File: config.mk
export PLATFORM = sky130hd
export DESIGN_NAME = tsd_delay_lines
export DESIGN_NICKNAME = d
export VERILOG_FILES = /design/src/common/tsd_pkg.sv /design/src/hdl/tsd_delay_lines.sv
export SDC_FILE = /design/constraint.sdc
export NUM_CORES = 1
export LEC_CHECK = 0
export ABC_AREA = 1
export BUFFER_PORTS_ARGS = -buffer_cell sky130_fd_sc_hd__buf_2
export CAP_MARGIN = 20
export CELL_PAD_IN_SITES_DETAIL_PLACEMENT = 0
export CELL_PAD_IN_SITES_GLOBAL_PLACEMENT = 1
export CORE_AREA = 4 4 94 78
export CTS_BUF_LIST = sky130_fd_sc_hd__clkbuf_4
export DETAILED_ROUTE_END_ITERATION = 10
export DIE_AREA = 0 0 98 82
export PLACE_DENSITY = 0.74
export SLEW_MARGIN = 20
export SYNTH_ARGS = -nofsm -noshare
export SYNTH_HDL_FRONTEND = slang
export SYNTH_SLANG_ARGS = --single-unit
File: constraint.sdc
create_clock -name clock_i -period 3.2 [get_ports clock_i]
set_clock_uncertainty 0.15 [all_clocks]
set_input_delay 0.64 -clock clock_i [delete_from_list [all_inputs] [get_ports clock_i]]
set_output_delay 0.64 -clock clock_i [all_outputs]
set_load 0.01 [all_outputs]
File: src/common/tsd_pkg.sv
// package for the tapped shift delay line
package tsd_pkg;
    localparam int unsigned TSD_STAGES = 16;
    localparam int unsigned TSD_SEL_W = 4;
    localparam int unsigned TSD_LINES = 2;
    localparam logic [TSD_STAGES-1:0] TSD_CHAIN_RST = 16'h0000;
    localparam logic [TSD_SEL_W-1:0] TSD_SEL_RST = 4'h0;

    // per-line tap configuration: select value n picks stage n+1
    typedef struct packed {
        logic [TSD_SEL_W-1:0] tap_a;
        logic [TSD_SEL_W-1:0] tap_b;
    } tsd_cfg_s;

    // per-line matrix inputs
    typedef struct packed {
        logic data;
        logic shift_clk;
        logic reset;
    } tsd_in_s;

    // per-line tap outputs
    typedef struct packed {
        logic delayed_output_a;
        logic delayed_output_b;
    } tsd_out_s;
endpackage

File: src/hdl/tsd_delay_lines.sv
// two-instance tapped shift delay line
`timescale 1ns/1ps
`default_nettype none

module tsd_delay_lines (
    input wire logic clock_i,
    input wire logic reset_i,
    input wire logic clock_en_i,
    input wire tsd_pkg::tsd_in_s [tsd_pkg::TSD_LINES-1:0] line_in_i,
    input wire tsd_pkg::tsd_cfg_s [tsd_pkg::TSD_LINES-1:0] line_cfg_i,
    output tsd_pkg::tsd_out_s [tsd_pkg::TSD_LINES-1:0] line_out_o
);
    import tsd_pkg::*;

    // ----------------------------------------------------------------
    // configuration latch
    // ----------------------------------------------------------------
    // taps are captured only while the line is held in reset, so the
    // delay is fixed by configuration and never moves at run time
    tsd_cfg_s [TSD_LINES-1:0] cfg_reg;
    tsd_cfg_s [TSD_LINES-1:0] cfg_next;

    // ----------------------------------------------------------------
    // chains and taps
    // ----------------------------------------------------------------
    // the matrix-selected shifting clock is treated as a synchronous
    // enable: one stage moves per rising edge of it
    logic [TSD_LINES-1:0] shift_clk_q_reg;
    logic [TSD_LINES-1:0] shift_edge;
    logic [TSD_LINES-1:0] line_rst;
    logic [TSD_STAGES-1:0] chain_reg [TSD_LINES];
    logic [TSD_STAGES-1:0] chain_next [TSD_LINES];

    genvar g;
    generate
        for (g = 0; g < TSD_LINES; g++) begin : gen_line
            assign line_rst[g] = line_in_i[g].reset;
            assign shift_edge[g] = line_in_i[g].shift_clk & ~shift_clk_q_reg[g];
            assign chain_next[g] = {chain_reg[g][TSD_STAGES-2:0], line_in_i[g].data};
            assign cfg_next[g] = line_rst[g] ? line_cfg_i[g] : cfg_reg[g];

            // independent tap multiplexers
            assign line_out_o[g].delayed_output_a = chain_reg[g][cfg_reg[g].tap_a];
            assign line_out_o[g].delayed_output_b = chain_reg[g][cfg_reg[g].tap_b];

            always_ff @(posedge clock_i or posedge reset_i) begin
                if (reset_i) begin
                    chain_reg[g] <= TSD_CHAIN_RST;
                    shift_clk_q_reg[g] <= 1'b0;
                    cfg_reg[g] <= '{tap_a: TSD_SEL_RST, tap_b: TSD_SEL_RST};
                end else if (clock_en_i) begin
                    shift_clk_q_reg[g] <= line_in_i[g].shift_clk;
                    cfg_reg[g] <= cfg_next[g];
                    if (line_rst[g]) begin
                        chain_reg[g] <= TSD_CHAIN_RST;
                    end else if (shift_edge[g]) begin
                        chain_reg[g] <= chain_next[g];
                    end
                end
            end

            // --------------------------------------------------------
            // checks
            // --------------------------------------------------------
            property p_shift_one_stage;
                @(posedge clock_i) disable iff (reset_i)
                (clock_en_i && shift_edge[g] && !line_rst[g])
                |=> chain_reg[g] == $past(chain_next[g]);
            endproperty
            a_shift_one_stage: assert property (p_shift_one_stage)
                else $error("chain did not advance by one stage");

            property p_first_stage;
                @(posedge clock_i) disable iff (reset_i)
                (clock_en_i && shift_edge[g] && !line_rst[g])
                |=> chain_reg[g][0] == $past(line_in_i[g].data);
            endproperty
            a_first_stage: assert property (p_first_stage)
                else $error("first stage missed the input");

            property p_hold;
                @(posedge clock_i) disable iff (reset_i)
                (!clock_en_i || (!shift_edge[g] && !line_rst[g]))
                |=> $stable(chain_reg[g]);
            endproperty
            a_hold: assert property (p_hold)
                else $error("chain moved without a shifting edge");

            property p_clear;
                @(posedge clock_i) disable iff (reset_i)
                (clock_en_i && line_rst[g]) |=> chain_reg[g] == TSD_CHAIN_RST;
            endproperty
            a_clear: assert property (p_clear)
                else $error("line reset did not clear the chain");

            property p_cleared_out;
                @(posedge clock_i) disable iff (reset_i)
                (clock_en_i && line_rst[g])
                |=> !line_out_o[g].delayed_output_a && !line_out_o[g].delayed_output_b;
            endproperty
            a_cleared_out: assert property (p_cleared_out)
                else $error("outputs not low after line reset");

            // --------------------------------------------------------
            // tap checks
            // --------------------------------------------------------
            // a deeper tap shows, after a shift, what the stage before it held
            property p_tap_a;
                @(posedge clock_i) disable iff (reset_i)
                (clock_en_i && shift_edge[g] && !line_rst[g] && (|cfg_reg[g].tap_a))
                |=> line_out_o[g].delayed_output_a
                    == $past(chain_reg[g][cfg_reg[g].tap_a - 1'b1]);
            endproperty
            a_tap_a: assert property (p_tap_a)
                else $error("output a shows the wrong stage");

            property p_tap_b;
                @(posedge clock_i) disable iff (reset_i)
                (clock_en_i && shift_edge[g] && !line_rst[g] && (|cfg_reg[g].tap_b))
                |=> line_out_o[g].delayed_output_b
                    == $past(chain_reg[g][cfg_reg[g].tap_b - 1'b1]);
            endproperty
            a_tap_b: assert property (p_tap_b)
                else $error("output b shows the wrong stage");

            property p_tap_a_first;
                @(posedge clock_i) disable iff (reset_i)
                (clock_en_i && shift_edge[g] && !line_rst[g] && !(|cfg_reg[g].tap_a))
                |=> line_out_o[g].delayed_output_a == $past(line_in_i[g].data);
            endproperty
            a_tap_a_first: assert property (p_tap_a_first)
                else $error("output a at one stage missed the input");

            property p_tap_b_first;
                @(posedge clock_i) disable iff (reset_i)
                (clock_en_i && shift_edge[g] && !line_rst[g] && !(|cfg_reg[g].tap_b))
                |=> line_out_o[g].delayed_output_b == $past(line_in_i[g].data);
            endproperty
            a_tap_b_first: assert property (p_tap_b_first)
                else $error("output b at one stage missed the input");

            property p_cfg_fixed;
                @(posedge clock_i) disable iff (reset_i)
                !line_rst[g] |=> $stable(cfg_reg[g]);
            endproperty
            a_cfg_fixed: assert property (p_cfg_fixed)
                else $error("tap selection changed while running");

            // --------------------------------------------------------
            // reset, freeze and shift checks
            // --------------------------------------------------------
            // taps fall back to one stage until the next line reset
            property p_released_clear;
                @(posedge clock_i) disable iff (reset_i)
                $past(reset_i)
                |-> chain_reg[g] == TSD_CHAIN_RST && cfg_reg[g] == {TSD_SEL_RST, TSD_SEL_RST};
            endproperty
            a_released_clear: assert property (p_released_clear)
                else $error("line not clear after system reset");

            property p_frozen;
                @(posedge clock_i) disable iff (reset_i)
                !clock_en_i |=> $stable(shift_clk_q_reg[g]) && $stable(cfg_reg[g]);
            endproperty
            a_frozen: assert property (p_frozen)
                else $error("state moved while the clock enable was low");

            property p_edge_tracks;
                @(posedge clock_i) disable iff (reset_i)
                clock_en_i |=> shift_clk_q_reg[g] == $past(line_in_i[g].shift_clk);
            endproperty
            a_edge_tracks: assert property (p_edge_tracks)
                else $error("shifting clock history lost");

            // the shifting clock needs a low sample between two edges
            property p_single_shift;
                @(posedge clock_i) disable iff (reset_i)
                (clock_en_i && shift_edge[g]) |=> !shift_edge[g];
            endproperty
            a_single_shift: assert property (p_single_shift)
                else $error("two shifts from one shifting clock pulse");

            property p_cfg_load;
                @(posedge clock_i) disable iff (reset_i)
                (clock_en_i && line_rst[g]) |=> cfg_reg[g] == $past(line_cfg_i[g]);
            endproperty
            a_cfg_load: assert property (p_cfg_load)
                else $error("tap selection not loaded during line reset");

            property p_last_stage;
                @(posedge clock_i) disable iff (reset_i)
                (clock_en_i && shift_edge[g] && !line_rst[g])
                |=> chain_reg[g][TSD_STAGES-1] == $past(chain_reg[g][TSD_STAGES-2]);
            endproperty
            a_last_stage: assert property (p_last_stage)
                else $error("last stage did not take the stage before it");

            property p_out_stable;
                @(posedge clock_i) disable iff (reset_i)
                (!clock_en_i || (!shift_edge[g] && !line_rst[g]))
                |=> $stable(line_out_o[g]);
            endproperty
            a_out_stable: assert property (p_out_stable)
                else $error("tap output moved without a shift");
        end
    endgenerate
endmodule

`default_nettype wire

==> flow_summary.ini, run 1 <==
[status]
run_status = finished clean

[cts]
post_cts_buffers = 0
cts.repair.resized = 0
cts_max_path_buffers = 2
path_clk_slew_ps = 150
holdBufCountCts = 0
ctsHtreeMaxLevel = 2
cts-root-buf = clkbuf_4
clock_latency_ps = 360
cts.sinks = 50
cts_tree = done
cts_buffers = 5

[timing]
hold_violations = 0
rsz0062_at_grt = false
tightest_slew_ps = 580
max_slew_margin = 0.613
min_period_ps = 2400
slew_violations = 0
max_freq_mhz = 416
hold_ws_ps = 174
finalCritPeriodShare = 0.751
setup_viol = 0
fin_ws_ps = 797
fin_setup_tns_ps = 0

[floorplan]
die_area_sq_mm = 0.00804
core_sq_mm = 0.00634
row_count = 26
ios = 29
initial_utilization = 0.396
die_w_microns = 98
fp.dieH_microns = 82

[placed_design]
place_area_sq_mm = 0.00270
dp.final_hpwl_mm = 4.31
port_buffers = 28
pre_cts_ws_ps = 1230
placedCellCount = 417
place_congestion = 0.846

[logic_synthesis]
synthSimpleGateAreaFrac = 0.265
synthTopCellsByArea = dfrtp_1, nand3_1, nand2_1, o22ai_1, inv_1
netlist_area_sq_mm = 0.00251
synth-compound-area-share = 0.128
netlist_instances = 314
ys_types = 15
yosysWarnings = 0
yosysSeqAreaShare = 0.499
syn_avg_cell_area_sq_um = 7.99
syn_nets = 339
synthMuxAreaShare = 0
synth_fa_ha_area_frac = 0
synth_top_family_by_area = simple AND/OR/NAND/NOR gates
synth-seq-cells = 50
synth_top_cell_by_area = dfrtp_1
synth_top_area_frac = 0.499
synthXorXnorAreaFrac = 0

[worst_setup_path]
path_buf_inv = 2
slowest_delay_ps = 570
r2r-start = shift_clk_q_reg[0]
critPathCapture = line_out_o[3]
r2r_cells = 3
critPathTopFamily = flip-flops
path_cells = inv_2 > nand2_1 > nand3_1 > nand3_1 > nand3_1 > nand2_1 > buf_2
critPathLaunch = cfg_reg[12]
timing_worst_setup_path_type = reg2out
endpoint_kind = output port
crit_slowest_cell = dfrtp_1
ff2ff_setup_slack_ps = 1830
r2r-end = chain_next[23]
cpMostUsedCell = nand3_1
crit_path_start_kind = flip-flop
cp.required_ps = 2410
crit_path_max_fanout = 9
crit_arrival_ps = 1610
worst-path-stages = 7

[global_route]
grt_max_degree = 27
grt-ovfl-total = 0
grt_pass1_wl_mm = 10.1
gr-usage-all-layers = 0.153
grt_antenna_before_repair = 0
grt_pass1_vias = 2027

[route]
drt_iter0_markers = 143
drt_first_pass_iters = 5
postRouteAntennaNets = 0
vias_per_cell = 4.94
drt-wirelength-per-cell_microns = 13.1
routed_wl_mm = 5.57
drt_drc_violations_left = 0
num_vias = 2100

[layout]
fin_util = 0.434
final_cell_mix = nand2_1, nand3_1, dfrtp_1
largest_register_ffs = 30
diodes = 0
drive_gt1_frac = 0.147
n_fill_cell = 669
nets = 365
layoutNonFillerInstCount = 425
final_common_cell = nand2_1
ff_latch_area_sq_mm = 0.00125
areaGrowthSynthToFinish_pct = 9.77
fin_area_sq_mm = 0.00276
multi_input_area_sq_um = 986

[pwr]
pwr-share-seq = 0.564
finalPower_mw = 1.25
clkPwrFrac = 0.229
power_switching_mw = 0.405
p_leak_nw = 1.45
p_sw_frac = 0.323
combPwrFrac = 0.207
intPower_mw = 0.847
vdd_drop_max_v = 0.000225
p_per_area_mw_per_mm2 = 454

[worst_hold_path]
hold_class = in2async

[run]
drv_cap = 0
==> worst reg2reg max path, cell delays in order, from the launching register on <==
cell and delay, ps:
dfrtp_1 440, inv_1 90, nand4_2 340, o22ai_1 260
==> routing by layer <==
metal,vias to the layer above,GRT usage,share of wire
met5,-,0,0
met4,0,0.0443,0.0052
met3,5,0.0289,0.041
met2,49,0.202,0.38
met1,957,0.246,0.57
li1,1089,-,-
==> cells in the mapped netlist <==
master,n
nand2_4,2
inv_2,4
a21oi_1,16
buf_2,8
nand2_1,68
nor2_1,16
o21ai_0,4
nand2_2,2
o21ai_4,2
dfrtp_1,50
o22ai_1,30
buf_6,3
nand4_2,2
inv_1,49
nand3_1,58
==> worst min path at each step <==
stage	startpoint	end	slack, ps	depth (start not counted)
3_5_place_dp	cfg_reg[7]	cfg_reg[7]	390	2
3_3_place_gp	cfg_reg[7]	cfg_reg[7]	390	2
5_1_grt	reset_i	cfg_reg[0]	190	2
4_1_cts	reset_i	cfg_reg[0]	180	2
2_1_floorplan	cfg_reg[11]	cfg_reg[11]	360	2
6_report	reset_i	cfg_reg[0]	170	2
==> cell families (layout without fill, tap and decap cells) <==
family	count (synthesis)	in the layout
AO/OA/AOI/OAI	52	52
AND/OR/NAND/NOR	148	148
buffers and inverters	64	91
flip-flops	50	50
==> layout make-up <==
cell class | count | area share
tap | 84 | 0.0381
inverter | 53 | 0.0722
timing repair buffer | 30 | 0.0563
multi-input combinational | 200 | 0.358
clock buffer | 5 | 0.0136
sequential | 50 | 0.454
clock inverter | 3 | 0.00772
==> power groups by stage <==
stage	Clock, mW	Sequential, mW	Combinational [mW]
finish	0.287	0.706	0.259
global placement	0	0.717	0.261
detailed placement	0	0.717	0.261
CTS	0.304	0.705	0.262
floorplan	0	0.692	0.211
global route	0.333	0.712	0.299
Note: power is estimated with default switching activity, not from simulation.
==> run 2, diff against run 1 <==
==> constraint.sdc (replaced) <==
create_clock -name clock_i -period 2.25 [get_ports clock_i]
set_clock_uncertainty 0.15 [all_clocks]
set_input_delay 0.45 -clock clock_i [delete_from_list [all_inputs] [get_ports clock_i]]
set_output_delay 0.45 -clock clock_i [all_outputs]
set_load 0.01 [all_outputs]
==> flow_summary.ini, run 2 (synthesis results as in run 1) <==
[cts]
ctsHtreeMaxLevel = 2
cts_max_path_buffers = 2
cts-root-buf = clkbuf_4
path_clk_slew_ps = 140
clock_latency_ps = 370
cts_tree = done
cts.sinks = 50
cts_buffers = 5

[layout]
fin_util = 0.436
n_fill_cell = 671
fin_area_sq_mm = 0.00277
final_common_cell = nand2_1
ff_latch_area_sq_mm = 0.00126
nets = 366
drive_gt1_frac = 0.158
largest_register_ffs = 30
areaGrowthSynthToFinish_pct = 10.3
multi_input_area_sq_um = 986
final_cell_mix = nand2_1, nand3_1, inv_1
diodes = 0

[worst_hold_path]
hp-start = line_in_i[2]
hold_path_depth = 3
hold_class = in2reg
hold_path_end = chain_next[17]

[pwr]
vdd_drop_max_v = 0.000280
p_per_area_mw_per_mm2 = 646
p_leak_nw = 1.44

[global_route]
grt-ovfl-total = 0
gr-usage-all-layers = 0.153
grt_pass1_vias = 1945
grt_max_degree = 27
grt_antenna_before_repair = 0
grt_pass1_wl_mm = 9.87

[floorplan]
core_sq_mm = 0.00634
fp.dieH_microns = 82
ios = 29
die_area_sq_mm = 0.00804
row_count = 26
die_w_microns = 98
initial_utilization = 0.396

[timing]
min_period_ps = 2130
hold_violations = 0
fin_ws_ps = 119
finalCritPeriodShare = 0.947
max_freq_mhz = 469
tightest_slew_ps = 531
rsz0062_at_grt = true
slew_violations = 0
setup_viol = 0
max_slew_margin = 0.645

[route]
drt_drc_violations_left = 0
postRouteAntennaNets = 0
drt_first_pass_iters = 6
drt-wirelength-per-cell_microns = 13.3
num_vias = 2144
drt_iter0_markers = 144
vias_per_cell = 5.04
routed_wl_mm = 5.67

[worst_setup_path]
cpMostUsedCell = nand3_1
r2r_cells = 3
cp.required_ps = 1650
timing_worst_setup_path_type = reg2out
critPathTopFamily = flip-flops
path_cells = inv_4 > nand2_1 > nand3_1 > nand3_1 > nand3_1 > nand2_1 > buf_2
path_buf_inv = 2
slowest_delay_ps = 510
r2r-end = chain_next[15]
endpoint_kind = output port
crit_slowest_cell = dfrtp_2
crit_path_start_kind = flip-flop
crit_path_max_fanout = 9
critPathLaunch = cfg_reg[12]
crit_arrival_ps = 1530
ff2ff_setup_slack_ps = 840
r2r-start = shift_clk_q_reg[1]

[placed_design]
place_congestion = 0.826
place_area_sq_mm = 0.00270
dp.final_hpwl_mm = 4.29
port_buffers = 28
pre_cts_ws_ps = 436

[run]
drv_cap = 0

[status]
run_status = finished clean
run 2: changes by cell type in the layout (fill, tap and decap cells not counted):
| cell | delta |
|---|---|
| clkbuf_4 | +1 |
| clkinv_1 | -1 |
| clkinv_4 | -2 |
| clkinvlp_4 | +1 |
| dfrtp_1 | -4 |
| dfrtp_2 | +4 |
| dlygate4sd3_1 | +1 |
| inv_2 | -2 |
| inv_4 | +2 |
run 2: report_power, final:
group          internal (mW)  switching, mW  leakage [nW]
registers              0.946         0.0622         0.640
logic                  0.140          0.234         0.774
clock network          0.129          0.277        0.0278
run 2: layout make-up:
cell class / instances / share of cell area
Tap cell: 84 / 0.0380
Sequential cell: 50 / 0.454
Inverter: 53 / 0.0737
Clock inverter: 1 / 0.00271
Multi-Input combinational cell: 200 / 0.356
Clock buffer: 6 / 0.0163
Timing Repair Buffer: 31 / 0.0596
run 2: repair_timing:
item | 4_1_cts | 5_1_grt
hold endpoints to repair | 24 | 0
hold buffers | 1 | 0
resized for setup | 0 | 6
setup buffers | 0 | 0
setup endpoints to repair | 0 | 4
run 2: worst register-to-register path, cell delays in order (launching register included):
cell and delay (ps):
dfrtp_1 430, inv_1 90, nand4_2 360, o22ai_1 280
run 2: how the worst max path moves through the flow:
stage	slack, ps	endpoint	cells past startpoint
after detailed placement	440	line_out_o[3]	7
after global placement	410	line_out_o[1]	7
final	120	line_out_o[3]	7
after CTS	4	line_out_o[3]	7
after global routing	-30	line_out_o[1]	7
after floorplan	450	cfg_reg[0]	1
run 2: per-layer routing:
layer / GRT usage / up-vias / share of wire
li1: - / 1081 / -
met1: 0.241 / 1010 / 0.57
met2: 0.207 / 47 / 0.37
met3: 0.0306 / 6 / 0.047
met4: 0.0429 / 0 / 0.012
met5: 0 / - / 0
run 2: stage by stage:
| stage | hold slack [ps] | TNS, ps | power, mW | cells |
|---|---|---|---|---|
| 2_1_floorplan | 357 | 0 | 1.28 | 314 |
| 4_1_cts | 150 | 0 | 1.80 | 425 |
| 5_1_grt | 150 | -33.1 | 1.90 | 425 |
| 3_3_place_gp | 386 | 0 | 1.39 | 417 |
| 6_report | 161 | 0 | 1.79 | 425 |
| 3_5_place_dp | 380 | 0 | 1.39 | 417 |
==> run 3, diff against run 2 <==
--- a/config.mk
+++ b/config.mk
@@ -10,11 +10,11 @@
 export CAP_MARGIN = 20
 export CELL_PAD_IN_SITES_DETAIL_PLACEMENT = 0
 export CELL_PAD_IN_SITES_GLOBAL_PLACEMENT = 1
-export CORE_AREA = 4 4 94 78
+export CORE_AREA = 4 4 99 82
 export CTS_BUF_LIST = sky130_fd_sc_hd__clkbuf_4
 export DETAILED_ROUTE_END_ITERATION = 10
-export DIE_AREA = 0 0 98 82
-export PLACE_DENSITY = 0.74
+export DIE_AREA = 0 0 103 86
+export PLACE_DENSITY = 0.68
 export SLEW_MARGIN = 20
 export SYNTH_ARGS = -nofsm -noshare
 export SYNTH_HDL_FRONTEND = slang
==> flow_summary.ini, run 3 (synthesis results as in run 1) <==
[global_route]
gr-usage-all-layers = 0.145
top_usage_layer = met1
use_met3 = 0.0293
grt_pass1_vias = 2063
grt_pass1_wl_mm = 10.1
grt_use_met1 = 0.234
grt-ovfl-total = 0
grt_util_met2 = 0.195
grt_max_degree = 51
grt_antenna_before_repair = 0

[timing]
finalCritPeriodShare = 0.952
setup_viol = 0
rsz0062_at_grt = false
min_period_ps = 2140
max_slew_margin = 0.697
tightest_slew_ps = 452
hold_violations = 0
fin_setup_tns_ps = 0
slew_violations = 0
max_freq_mhz = 467

[route]
drt-wirelength-per-cell_microns = 13.8
drt_drc_violations_left = 0
postRouteAntennaNets = 0
routed_wl_mm = 5.97
drt_iter0_markers = 148
num_vias = 2148
drt_first_pass_iters = 4
vias_per_cell = 4.95

[worst_setup_path]
timing_worst_setup_path_type = reg2out
ff2ff_setup_slack_ps = 880
crit_path_start_kind = flip-flop
r2r-end = chain_next[10]
r2r-start = shift_clk_q_reg[1]
crit_path_max_fanout = 9
critPathLaunch = cfg_reg[12]
crit_arrival_ps = 1540
cp.required_ps = 1650
endpoint_kind = output port
critPathCapture = line_out_o[3]
r2r_cells = 3

[layout]
ff_latch_area_sq_mm = 0.00125
diodes = 0
final_common_cell = nand2_1
multi_input_area_sq_um = 986
final_cell_mix = nand2_1, nand3_1, inv_1
n_fill_cell = 783
largest_register_ffs = 30
areaGrowthSynthToFinish_pct = 11.6
nets = 368
drive_gt1_frac = 0.160

[status]
run_status = finished clean

[pwr]
p_per_area_mw_per_mm2 = 646
finalPower_mw = 1.81
intPower_mw = 1.21
combPwrFrac = 0.216
clkPwrFrac = 0.232
power_switching_mw = 0.597
p_sw_frac = 0.330
p_leak_nw = 1.46
vdd_drop_max_v = 0.000351
pwr-share-seq = 0.552

[cts]
cts_tree = done
cts_max_path_buffers = 2
cts-root-buf = clkbuf_4
path_clk_slew_ps = 150
ctsHtreeMaxLevel = 2
cts.sinks = 50
cts_buffers = 5
clock_latency_ps = 370

[floorplan]
row_count = 28
fp.dieH_microns = 86
ios = 29
initial_utilization = 0.348
core_sq_mm = 0.00722
die_area_sq_mm = 0.00886
die_w_microns = 103

[worst_hold_path]
hold_class = in2reg
hp-start = line_cfg_i[0]

[run]
drv_cap = 0

[placed_design]
place_congestion = 0.837
dp.final_hpwl_mm = 4.38
port_buffers = 28
run 3: worst max-delay path, stage by stage (launching register included):
cell and delay (ps):
dfrtp_2 490, inv_2 150, nand2_1 70, nand3_1 70, nand3_1 100, nand3_1 100, nand2_1 50, buf_2 140
run 3: per-stage QoR:
step | utilization | area, sq um | worst slack (ps) | hold WS (ps) | std cells
after floorplan | - | 2510 | 449 | 357 | 314
after global routing | 0.388 | 2800 | 2.02 | 142 | 434
final | 0.388 | 2800 | 108 | 161 | 434
after detailed placement | 0.376 | 2720 | 456 | 370 | 423
after CTS | 0.385 | 2780 | 4.95 | 147 | 432
after global placement | 0.376 | 2720 | 440 | 374 | 423
run 3: final cells by class:
class,count,share of cell area
flip-flops and latches,50,0.448
multi-input cells,200,0.352
inverters,53,0.0719
repair buffers,33,0.0688
well taps,90,0.0402
clock buffers,5,0.0134
clock inverters,3,0.00581
run 3: worst min-delay path by stage:
stage	slack, ps	to	cells past startpoint
finish	160	cfg_reg[0]	3
global route	140	cfg_reg[15]	3
CTS	150	chain_next[17]	3
detailed placement	370	chain_next[27]	3
global placement	370	chain_next[28]	3
floorplan	360	cfg_reg[11]	2
run 3: routing by layer:
metal / vias up / share of wire
li1: 1089 / -
met1: 1003 / 0.55
met2: 48 / 0.40
met3: 8 / 0.045
met4: 0 / 0.010
met5: - / 0
run 3: repair_timing:
item / 4_1_cts / 5_1_grt
setup buffers: 0 / 2
hold endpoints to repair: 50 / 0
setup endpoints to repair: 0 / 3
hold buffers: 1 / 0
gates resized for setup: 0 / 4
run 3: power by group through the flow:
stage	sequential [mW]	clock, mW	combinational (mW)
final	0.999	0.420	0.390
after global routing	1.01	0.469	0.448
after CTS	0.996	0.440	0.387
after detailed placement	1.01	0	0.384
after global placement	1.01	0	0.383
after floorplan	0.985	0	0.299
